### config.mk
export PLATFORM = sky130hd
export DESIGN_NAME = psf_protect
export DESIGN_NICKNAME = d
export VERILOG_FILES = /design/src/rtl/psf_pkg.sv /design/src/rtl/psf_protect.sv
export SDC_FILE = /design/constraint.sdc
export NUM_CORES = 1
export LEC_CHECK = 0
export ABC_AREA = 1
export BUFFER_PORTS_ARGS = -buffer_cell sky130_fd_sc_hd__buf_2
export CAP_MARGIN = 20
export CORE_MARGIN = 2
export CORE_UTILIZATION = 60
export DETAILED_ROUTE_END_ITERATION = 8
export PLACE_DENSITY = 0.86
export SYNTH_ARGS = -nofsm -noshare
export SYNTH_HDL_FRONTEND = slang
export SYNTH_SLANG_ARGS = --single-unit
### constraint.sdc
create_clock -name clock_i -period 2.1 [get_ports clock_i]
set_clock_uncertainty 0.1 [all_clocks]
set_input_delay 0.105 -clock clock_i [delete_from_list [all_inputs] [get_ports clock_i]]
set_output_delay 0.105 -clock clock_i [all_outputs]
set_load 0.01 [all_outputs]
### src/rtl/psf_pkg.sv
// Package with constants and types for the power stage fault protection block.
package psf_pkg;
  localparam int unsigned CLOCK_HZ = 25000000;
  localparam int unsigned GLITCH_FILTER_NS = 10000;
  localparam int unsigned FAULT_HOLD_US = 1800;
  localparam int unsigned RESTART_BLOCK_US = 1800;
  localparam int unsigned SOFT_OFF_NS = 2000;
  localparam int unsigned GLITCH_CYCLES = GLITCH_FILTER_NS / (1000000000 / CLOCK_HZ);
  localparam int unsigned FAULT_HOLD_CYCLES = FAULT_HOLD_US * (CLOCK_HZ / 1000000);
  localparam int unsigned RESTART_BLOCK_CYCLES = RESTART_BLOCK_US * (CLOCK_HZ / 1000000);
  localparam int unsigned SOFT_OFF_CYCLES = SOFT_OFF_NS / (1000000000 / CLOCK_HZ);
  localparam int unsigned SWITCHES = 7;
  localparam int unsigned CNT_W = 20;
  typedef enum logic [1:0] {
    PSF_RUN = 2'b00,
    PSF_SOFT = 2'b01,
    PSF_OFF = 2'b11
  } psf_sc_state_t;
endpackage : psf_pkg

### src/rtl/psf_protect.sv
// Fault protection and report logic for a six- or seven-switch power stage.
// Summary of operation
// - A qualified supply-low flag forces all gates off and raises the fault report.
// - Supply-low flags shorter than the glitch filter time are ignored.
// - After a supply-low trip gates stay off until the release flag returns.
// - Supply-low protection also acts while the supply ramps up or down.
// - During a supply-low trip gates stay off even when commanded on.
// - Overheat disables gates and ignores the command while the condition persists.
// - The fault report stays asserted for as long as overheat is active.
// - Overheat recovery needs temperature released and command off; resume at next on.
// - Gate commands are active low: high means off, low means on.
// - A short-circuit flag starts an immediate controlled shutdown and fault report.
// - Short-circuit shutdown passes through a soft-off state before the off state.
// - After short-circuit shutdown a timer holds the fault report for 1.8 ms.
// - An off-then-on command within the restart block interval keeps the switch off.
// - The fault report is asserted while any protection function is active.
`timescale 1ns/10ps
module psf_protect #(
  parameter int unsigned SWITCHES = psf_pkg::SWITCHES,
  parameter int unsigned GLITCH_CYCLES = psf_pkg::GLITCH_CYCLES,
  parameter int unsigned FAULT_HOLD_CYCLES = psf_pkg::FAULT_HOLD_CYCLES,
  parameter int unsigned RESTART_BLOCK_CYCLES = psf_pkg::RESTART_BLOCK_CYCLES,
  parameter int unsigned SOFT_OFF_CYCLES = psf_pkg::SOFT_OFF_CYCLES
) (
  input wire logic clock_i,
  input wire logic rst_n_i,
  input wire logic [SWITCHES-1:0] gate_cmd_n_i,
  input wire logic supply_low_protect_i,
  input wire logic supply_low_release_level_i,
  input wire logic overheat_protect_i,
  input wire logic overheat_release_level_i,
  input wire logic short_circuit_protect_i,
  output logic [SWITCHES-1:0] gate_on_o,
  output logic [SWITCHES-1:0] gate_soft_o,
  output logic fault_report_n_o
);
  import psf_pkg::*;

  initial begin
    if (SWITCHES < 1 || GLITCH_CYCLES < 1 || FAULT_HOLD_CYCLES < 1 ||
        RESTART_BLOCK_CYCLES < 1 || SOFT_OFF_CYCLES < 1 ||
        FAULT_HOLD_CYCLES >= (1 << CNT_W) || RESTART_BLOCK_CYCLES >= (1 << CNT_W) ||
        GLITCH_CYCLES >= (1 << CNT_W) || SOFT_OFF_CYCLES >= (1 << CNT_W)) begin
      $error("psf_protect: parameter out of range");
    end
  end

  // Three-stage synchronisers; the first stage feeds only the second.
  logic [4:0] sync1;
  logic [4:0] sync2;
  logic [4:0] sync3;
  logic [4:0] flt;
  logic [SWITCHES-1:0] cmd1;
  logic [SWITCHES-1:0] cmd2;
  logic [SWITCHES-1:0] cmd3;
  logic [SWITCHES-1:0] cmd_off;

  always_ff @(posedge clock_i) begin
    sync1 <= {short_circuit_protect_i, overheat_release_level_i, overheat_protect_i,
              supply_low_release_level_i, supply_low_protect_i};
    sync2 <= sync1;
    sync3 <= sync2;
    cmd1 <= gate_cmd_n_i;
    cmd2 <= cmd1;
    cmd3 <= cmd2;
  end

  // A change is accepted only once the second and third stages agree.
  always_ff @(posedge clock_i) begin
    if (!rst_n_i) begin
      flt <= 5'h00;
      cmd_off <= '1;
    end else begin
      for (int i = 0; i < 5; i++) begin
        if (sync2[i] == sync3[i]) begin
          flt[i] <= sync3[i];
        end
      end
      for (int i = 0; i < SWITCHES; i++) begin
        if (cmd2[i] == cmd3[i]) begin
          cmd_off[i] <= cmd3[i];
        end
      end
    end
  end

  wire uv_raw = flt[0];
  wire uv_rel = flt[1];
  wire ot_raw = flt[2];
  wire ot_rel = flt[3];
  wire sc_raw = flt[4];

  // Supply-low glitch filter and hysteresis latch.
  logic [CNT_W-1:0] uv_cnt;
  logic uv_trip;

  always_ff @(posedge clock_i) begin
    if (!rst_n_i) begin
      uv_cnt <= '0;
      uv_trip <= 1'b1; // Held tripped from reset so a ramping supply is covered.
    end else begin
      if (!uv_raw) begin
        uv_cnt <= '0;
      end else if (uv_cnt < CNT_W'(GLITCH_CYCLES)) begin
        uv_cnt <= uv_cnt + 1'b1;
      end
      if (uv_raw && uv_cnt >= CNT_W'(GLITCH_CYCLES - 1)) begin
        uv_trip <= 1'b1;
      end else if (uv_trip && !uv_raw && uv_rel) begin
        uv_trip <= 1'b0;
      end
    end
  end

  // Overheat latch: released only with temperature low and every command off.
  logic ot_trip;

  always_ff @(posedge clock_i) begin
    if (!rst_n_i) begin
      ot_trip <= 1'b0;
    end else if (ot_raw) begin
      ot_trip <= 1'b1;
    end else if (ot_trip && ot_rel && (&cmd_off)) begin
      ot_trip <= 1'b0;
    end
  end

  // Short-circuit sequence: soft turn-off, then off with fault hold and restart block.
  psf_sc_state_t sc_state;
  logic [CNT_W-1:0] soft_cnt;
  logic [CNT_W-1:0] hold_cnt;
  logic [CNT_W-1:0] block_cnt;

  always_ff @(posedge clock_i) begin
    if (!rst_n_i) begin
      sc_state <= PSF_RUN;
      soft_cnt <= '0;
      hold_cnt <= '0;
      block_cnt <= '0;
    end else begin
      unique case (sc_state)
        PSF_RUN: begin
          if (sc_raw) begin
            sc_state <= PSF_SOFT;
            soft_cnt <= '0;
          end
        end
        PSF_SOFT: begin
          if (soft_cnt >= CNT_W'(SOFT_OFF_CYCLES - 1)) begin
            sc_state <= PSF_OFF;
            hold_cnt <= CNT_W'(FAULT_HOLD_CYCLES);
            block_cnt <= CNT_W'(RESTART_BLOCK_CYCLES);
          end else begin
            soft_cnt <= soft_cnt + 1'b1;
          end
        end
        PSF_OFF: begin
          if (hold_cnt != '0) begin
            hold_cnt <= hold_cnt - 1'b1;
          end
          if (block_cnt != '0) begin
            block_cnt <= block_cnt - 1'b1;
          end
          if (hold_cnt <= CNT_W'(1) && block_cnt <= CNT_W'(1) && !sc_raw) begin
            sc_state <= PSF_RUN;
          end
        end
        default: sc_state <= PSF_OFF;
      endcase
    end
  end

  wire sc_active = (sc_state != PSF_RUN);
  // Raw overheat and short-circuit flags block the gates at once, before their latches settle.
  wire any_trip = uv_trip || ot_raw || ot_trip || sc_active || sc_raw;

  // Outputs come straight from flip-flops; a trip wins over any on command.
  always_ff @(posedge clock_i) begin
    if (!rst_n_i) begin
      gate_on_o <= '0;
      gate_soft_o <= '0;
      fault_report_n_o <= 1'b1;
    end else begin
      gate_on_o <= any_trip ? '0 : ~cmd_off;
      gate_soft_o <= (sc_state == PSF_SOFT) ? ~cmd_off : '0;
      fault_report_n_o <= !any_trip;
    end
  end
endmodule : psf_protect

==> impl_metrics.ini, run 1 <==
[status]
outcome = finished, final reports clean

[worst_setup_path]
crit_top_cell = inv_1
worstSetupStartpointType = register
worst-path-buf-inv = 3
reg2reg_from = sc_state[1]$_SDFFE_PN0P_
crit_family = simple AND/OR/NAND/NOR gates
worstPathRequired_ns = 2.43
worstPathArrival_ns = 2.23
path_class = reg2reg
crit_chain = inv_1 -> ha_2 -> inv_1 -> nand2_2 -> nand3_4 -> inv_4 -> nand2_1 -> o21ai_1 -> nor2_1
crit_fanout = 18
cpMaxStageDelayCell = dfxtp_1
end_kind = register
slowest_delay_ns = 0.33
critical_path.startpoint = sc_state[1]$_SDFFE_PN0P_

[placement]
gp_congestion = 0.8881
place_hpwl_um = 8172
io_buffers = 28
dp.cells = 1007
placed_area_um2 = 6430

[synth]
muxShareOfSynthArea_pct = 0
synth_xor_area_share_pct = 0.8495
synth_fp_nets = 885
yosysWarningCount = 0
synth.distinct_cells = 35
synth_area_um2 = 6186
synth_top_family_by_area = simple AND/OR/NAND/NOR gates
synth.avg_cell_area_um2 = 7.235
ys_ff_latch = 147
synth_fa_ha_area_share_pct = 3.236
synth_top_area_share_pct = 47.57
yosysTopAreaCell = dfxtp_1
seq_area_frac_synth_pct = 47.57
synth_compound_area_share_pct = 6.877
syn-instance-count = 855
synthSimpleGateAreaFrac_pct = 34.41
synth_area_leaders = dfxtp_1 48%, nand2_1 14%, nor2_1 10%

[sta]
worst_hold_slack_ns = 0.09697
rsz0062_at_grt = no
finalHoldViolations = 0
tightest_slew_ns = 0.3423
post-route-period-util_pct = 90.62
slew_headroom_pct = 76.94
drv_slew = 0
setup_tns_ns = 0
period_needed_ns = 1.903
finalSetupViolations = 0
fmax_mhz = 525.5

[clock_network]
cts_tree = done
cts_made_buffers = 17
cts_root_buf = clkbuf_8
htree_num_levels = 4
clock-sinks = 147
path_clk_slew_ns = 0.07
cts_buffer_depth = 2
worstSkewPairLatency_ns = 0.55
cts_setup_buffers = 0

[cells_and_area]
nNetsFinal = 933
most-common-layout-cells = 229 x nand2_1, 168 x nor2_1, 147 x dfxtp_1, 77 x inv_1, 57 x a21oi_1
antenna_cells = 0
num-fill-cells = 753
stdcell_count = 1052
syn2layout_area_growth_pct = 16.04
fin_area_um2 = 7178
mostFrequentLayoutCell = nand2_1
final_layout_size_suffix_gt1_share_pct = 10.26

[global_routing]
grt_overflow_total = 0
grt_pass1_vias = 5119
grt_pass1_wl_um = 23630
grt_max_degree = 35
antenna_found_initial = 0
grtUsageTotal_pct = 26.37

[floorplan]
io_pins = 29
core_um2 = 10180
die_area_um2 = 11140
die_w_um = 105.5
rows = 37
start_util_pct = 60.74
die_h_um = 105.5

[drt]
drt-vias-per-instance = 5.143
drcViolationCount = 0
first_pass_iters = 5
ant_nets = 0
num_vias = 5410
wl_per_cell_um = 13.27
drt_iter0_drc = 273
routed_wl_um = 13960

[power]
finalPower_mw = 10.48
cellPowerDensity_nw_per_um2 = 1460
ir_drop_uv = 809.8
p_leak_nw = 3.135

[worst_hold_path]
min_from = short_circuit_protect_i
hold_class = in2reg

[flow_run]
drv_cap = 0
## Yosys cell counts, drive strengths merged
cell type,n
nand3,58
clkinv,2
and2,1
nand2,233
dfxtp,147
o21ai,24
inv,80
clkbuf,9
nor4,2
nor2,176
or2,15
a31o,1
a21oi,57
ha,16
nor3,2
nand4,10
nor3b,4
xnor2,3
buf,11
a211oi,1
xor2,3
## sequential cells by signal (all words and copies together), names as in the netlist
register / cells
cmd1: 7
uv_trip: 1
gate_soft_o: 7
sync2: 5
sync1: 5
soft_cnt: 20
gate_on_o: 7
hold_cnt: 20
block_cnt: 20
flt: 5
cmd_off: 7
cmd3: 7
sc_state: 2
ot_trip: 1
uv_cnt: 20
cmd2: 7
fault_report_n_o: 1
sync3: 5
## timing repair
action                                 in CTS  in global routing
resized for setup                           0                  8
setup endpoints to repair                   0                 20
hold buffers                               13                  0
endpoints found under the hold margin      23                  0
## power breakdown
| part | internal [mW] | leakage, nW | switching [mW] | total, mW |
|---|---|---|---|---|
| logic | 1.38 | 1.64 | 2.70 | 4.08 |
| registers | 3.08 | 1.21 | 0.322 | 3.40 |
| clock network | 1.56 | 0.293 | 1.44 | 3.00 |
## cells by family after synthesis
group                      count (synthesis)
buffers and inverters                    102
adders and majority gates                 16
xor gates and xnor gates                   6
AOI/OAI and AO/OA                         83
and+or+nand+nor                          501
DFF                                      147
## layout make-up
type | instances | area, um^2 | share of cell area, %
inverters | 82 | 312.8 | 4.358
clock buffers | 17 | 414.1 | 5.770
flip-flops and latches | 147 | 2943 | 41.00
multi-input cells | 606 | 2819 | 39.27
repair buffers | 49 | 330.3 | 4.602
well taps | 136 | 170.2 | 2.371
clock inverters | 15 | 188.9 | 2.632
## stage by stage
step,setup slack (ns),util (%)
global placement,0.2307,63.13
floorplan,0.4588,-
finish,0.1971,70.48
global route,0.003922,70.48
CTS,0.04720,70.33
detailed placement,0.1704,63.13
## layer usage
metal  track usage (%)  part of all wire [%]
met1             30.84                    42
met2             45.90                    50
met3             5.937                   4.2
met4             12.12                   3.1
met5                 0                     0
## path summary, 6_finish.rpt
check,endpoint,slack (ns),cells past startpoint
min,sync1[4]$_DFF_P_,0.1,2
min reg2reg,cmd2[6]$_DFF_P_,0.23,0
max reg2reg,block_cnt[1]$_SDFFE_PN0P_,0.20,9
max,block_cnt[1]$_SDFFE_PN0P_,0.20,9
## worst reg2reg max path, stage by stage, from the launching register on
cell     delay [ns]
dfxtp_1        0.33
inv_1          0.11
ha_2           0.24
inv_1          0.14
nand2_2        0.14
nand3_4        0.20
inv_4          0.24
nand2_1        0.12
o21ai_1        0.12
nor2_1         0.05
No activity file was read; power rests on OpenSTA's default activity.
==> inputs of run 2 (changes only) <==
--- a/config.mk
+++ b/config.mk
@@ -6,12 +6,13 @@
 export NUM_CORES = 1
 export LEC_CHECK = 0
 export ABC_AREA = 1
-export BUFFER_PORTS_ARGS = -buffer_cell sky130_fd_sc_hd__buf_2
 export CAP_MARGIN = 20
 export CORE_MARGIN = 2
 export CORE_UTILIZATION = 60
 export DETAILED_ROUTE_END_ITERATION = 8
-export PLACE_DENSITY = 0.86
+export DONT_BUFFER_PORTS = 1
+export PLACE_DENSITY = 0.84
 export SYNTH_ARGS = -nofsm -noshare
 export SYNTH_HDL_FRONTEND = slang
 export SYNTH_SLANG_ARGS = --single-unit
+export TNS_END_PERCENT = 1
==> impl_metrics.ini, run 2 (synthesized netlist as in run 1, its figures left out) <==
[floorplan]
io_pins = 29
die_w_um = 105.5
rows = 37
core_um2 = 10180
die_area_um2 = 11140
start_util_pct = 60.74
die_h_um = 105.5

[drt]
drt-vias-per-instance = 5.062
first_pass_iters = 5
wl_per_cell_um = 12.78
drt_iter0_drc = 347
routed_wl_um = 13070
ant_nets = 0
drcViolationCount = 0
num_vias = 5178

[worst_setup_path]
worstPathArrival_ns = 2.25
worstPathRequired_ns = 2.40
reg2reg_depth = 9
r2r_end = block_cnt[1]$_SDFFE_PN0P_
path_class = reg2reg
critical_path.startpoint = sc_state[1]$_SDFFE_PN0P_
end_kind = register
crit_fanout = 18
reg2reg_from = sc_state[1]$_SDFFE_PN0P_
reg2reg_slack_ns = 0.16
worstSetupStartpointType = register
crit_path_end = block_cnt[1]$_SDFFE_PN0P_

[cells_and_area]
num-fill-cells = 816
most-common-layout-cells = 229 x nand2_1, 168 x nor2_1, 146 x dfxtp_1, 77 x inv_1, 57 x a21oi_1
final_layout_size_suffix_gt1_share_pct = 6.764
antenna_cells = 0
fin_area_um2 = 6985
nNetsFinal = 906
mostFrequentLayoutCell = nand2_1
multi_input_area_um2 = 2811
seqCellArea_um2 = 2944
syn2layout_area_growth_pct = 12.92

[clock_network]
cts_setup_buffers = 0
cts_root_buf = clkbuf_8
htree_num_levels = 4
path_clk_slew_ns = 0.06
worstSkewPairLatency_ns = 0.53
cts_made_buffers = 17
clock-sinks = 147
cts_buffer_depth = 2
cts_tree = done

[sta]
post-route-period-util_pct = 92.47
slew_headroom_pct = 62.59
finalHoldViolations = 0
drv_slew = 0
tightest_slew_ns = 0.5593
setup_slack_ns = 0.1582
finalSetupViolations = 0
period_needed_ns = 1.942
rsz0062_at_grt = yes
fmax_mhz = 515.0

[global_routing]
grt_max_degree = 58
grtUsageTotal_pct = 24.90
grt_pass1_vias = 5015
grt_pass1_wl_um = 22460
antenna_found_initial = 0
grt_overflow_total = 0

[placement]
io_buffers = 0
placed_area_um2 = 6295
place_ws_ns = 0.2069
gp_congestion = 0.8716
place_hpwl_um = 8184

[power]
p_leak_nw = 2.979
ir_drop_uv = 842.3
cellPowerDensity_nw_per_um2 = 1453
finalPower_mw = 10.15

[flow_run]
drv_cap = 0

[worst_hold_path]
hold_class = in2reg

[status]
outcome = finished, final reports clean
run 2: changes by cell type in the layout (fill, tap and decap cells not counted), sizes merged, moves of 2 or more:
cell | previous run | this run
buf | 36 | 7
clkbuf | 17 | 19
clkinv | 11 | 5
clkinvlp | 0 | 3
dlygate4sd3 | 13 | 15
inv | 86 | 84
run 2: where the power goes:
group / total (mW) / internal [mW] / switching, mW / leakage, nW
logic: 3.99 / 1.36 / 2.63 / 1.52
clock network: 2.76 / 1.60 / 1.16 / 0.257
registers: 3.40 / 3.08 / 0.321 / 1.21
total: 10.1 / 6.04 / 4.11 / 2.98
run 2: worst max-delay path: stages (launching register included):
cell and delay [ns]:
dfxtp_1 0.32, inv_1 0.10, ha_1 0.24, nand2_1 0.09, nor2_2 0.15, nand3_4 0.14, nand3_4 0.20, inv_2 0.18
o21ai_0 0.24, nor2_1 0.06
run 2: how the worst min path moves through the flow:
| stage | startpoint | to | slack (ns) | depth (start not counted) |
|---|---|---|---|---|
| floorplan | gate_cmd_n_i[0] | cmd1[0]$_DFF_P_ | 0.03 | 0 |
| global placement | gate_cmd_n_i[2] | cmd1[2]$_DFF_P_ | 0.03 | 0 |
| detailed placement | overheat_protect_i | sync1[2]$_DFF_P_ | 0.03 | 0 |
| CTS | gate_cmd_n_i[0] | cmd1[0]$_DFF_P_ | 0.003 | 1 |
| global route | gate_cmd_n_i[1] | cmd1[1]$_DFF_P_ | 0.01 | 1 |
| finish | gate_cmd_n_i[1] | cmd1[1]$_DFF_P_ | 0.02 | 1 |
run 2: cell type report:
| type | instances | area share, % |
|---|---|---|
| multi-input combinational | 606 | 40.25 |
| clock inverter | 11 | 1.469 |
| clock buffer | 19 | 6.179 |
| sequential | 147 | 42.15 |
| tap | 136 | 2.436 |
| inverter | 82 | 4.442 |
| timing repair buffer | 22 | 3.081 |
run 2: metal layers:
layer / up-vias / part of all wire (%) / track usage (%)
met4: 0 / 1.5 / 8.929
met1: 2346 / 44 / 29.11
met5: - / 0 / 0
li1: 2713 / - / -
met2: 104 / 51 / 44.01
met3: 15 / 4.2 / 6.432
run 2: stage by stage:
step / setup TNS, ns / hold slack [ns] / std cells / util [%]
floorplan: 0 / 0.03272 / 855 / -
finish: 0 / 0.02473 / 1023 / 68.59
CTS: 0 / 0.003166 / 1022 / 68.43
global placement: 0 / 0.03276 / 978 / 61.81
detailed placement: 0 / 0.03276 / 978 / 61.81
global route: -0.05254 / 0.009992 / 1023 / 68.59
run 2: repair_timing:
item | in CTS | in global routing
hold buffers | 14 | 1
setup endpoints to repair | 0 | 19
hold endpoints to repair | 113 | 1
resized for setup | 0 | 3
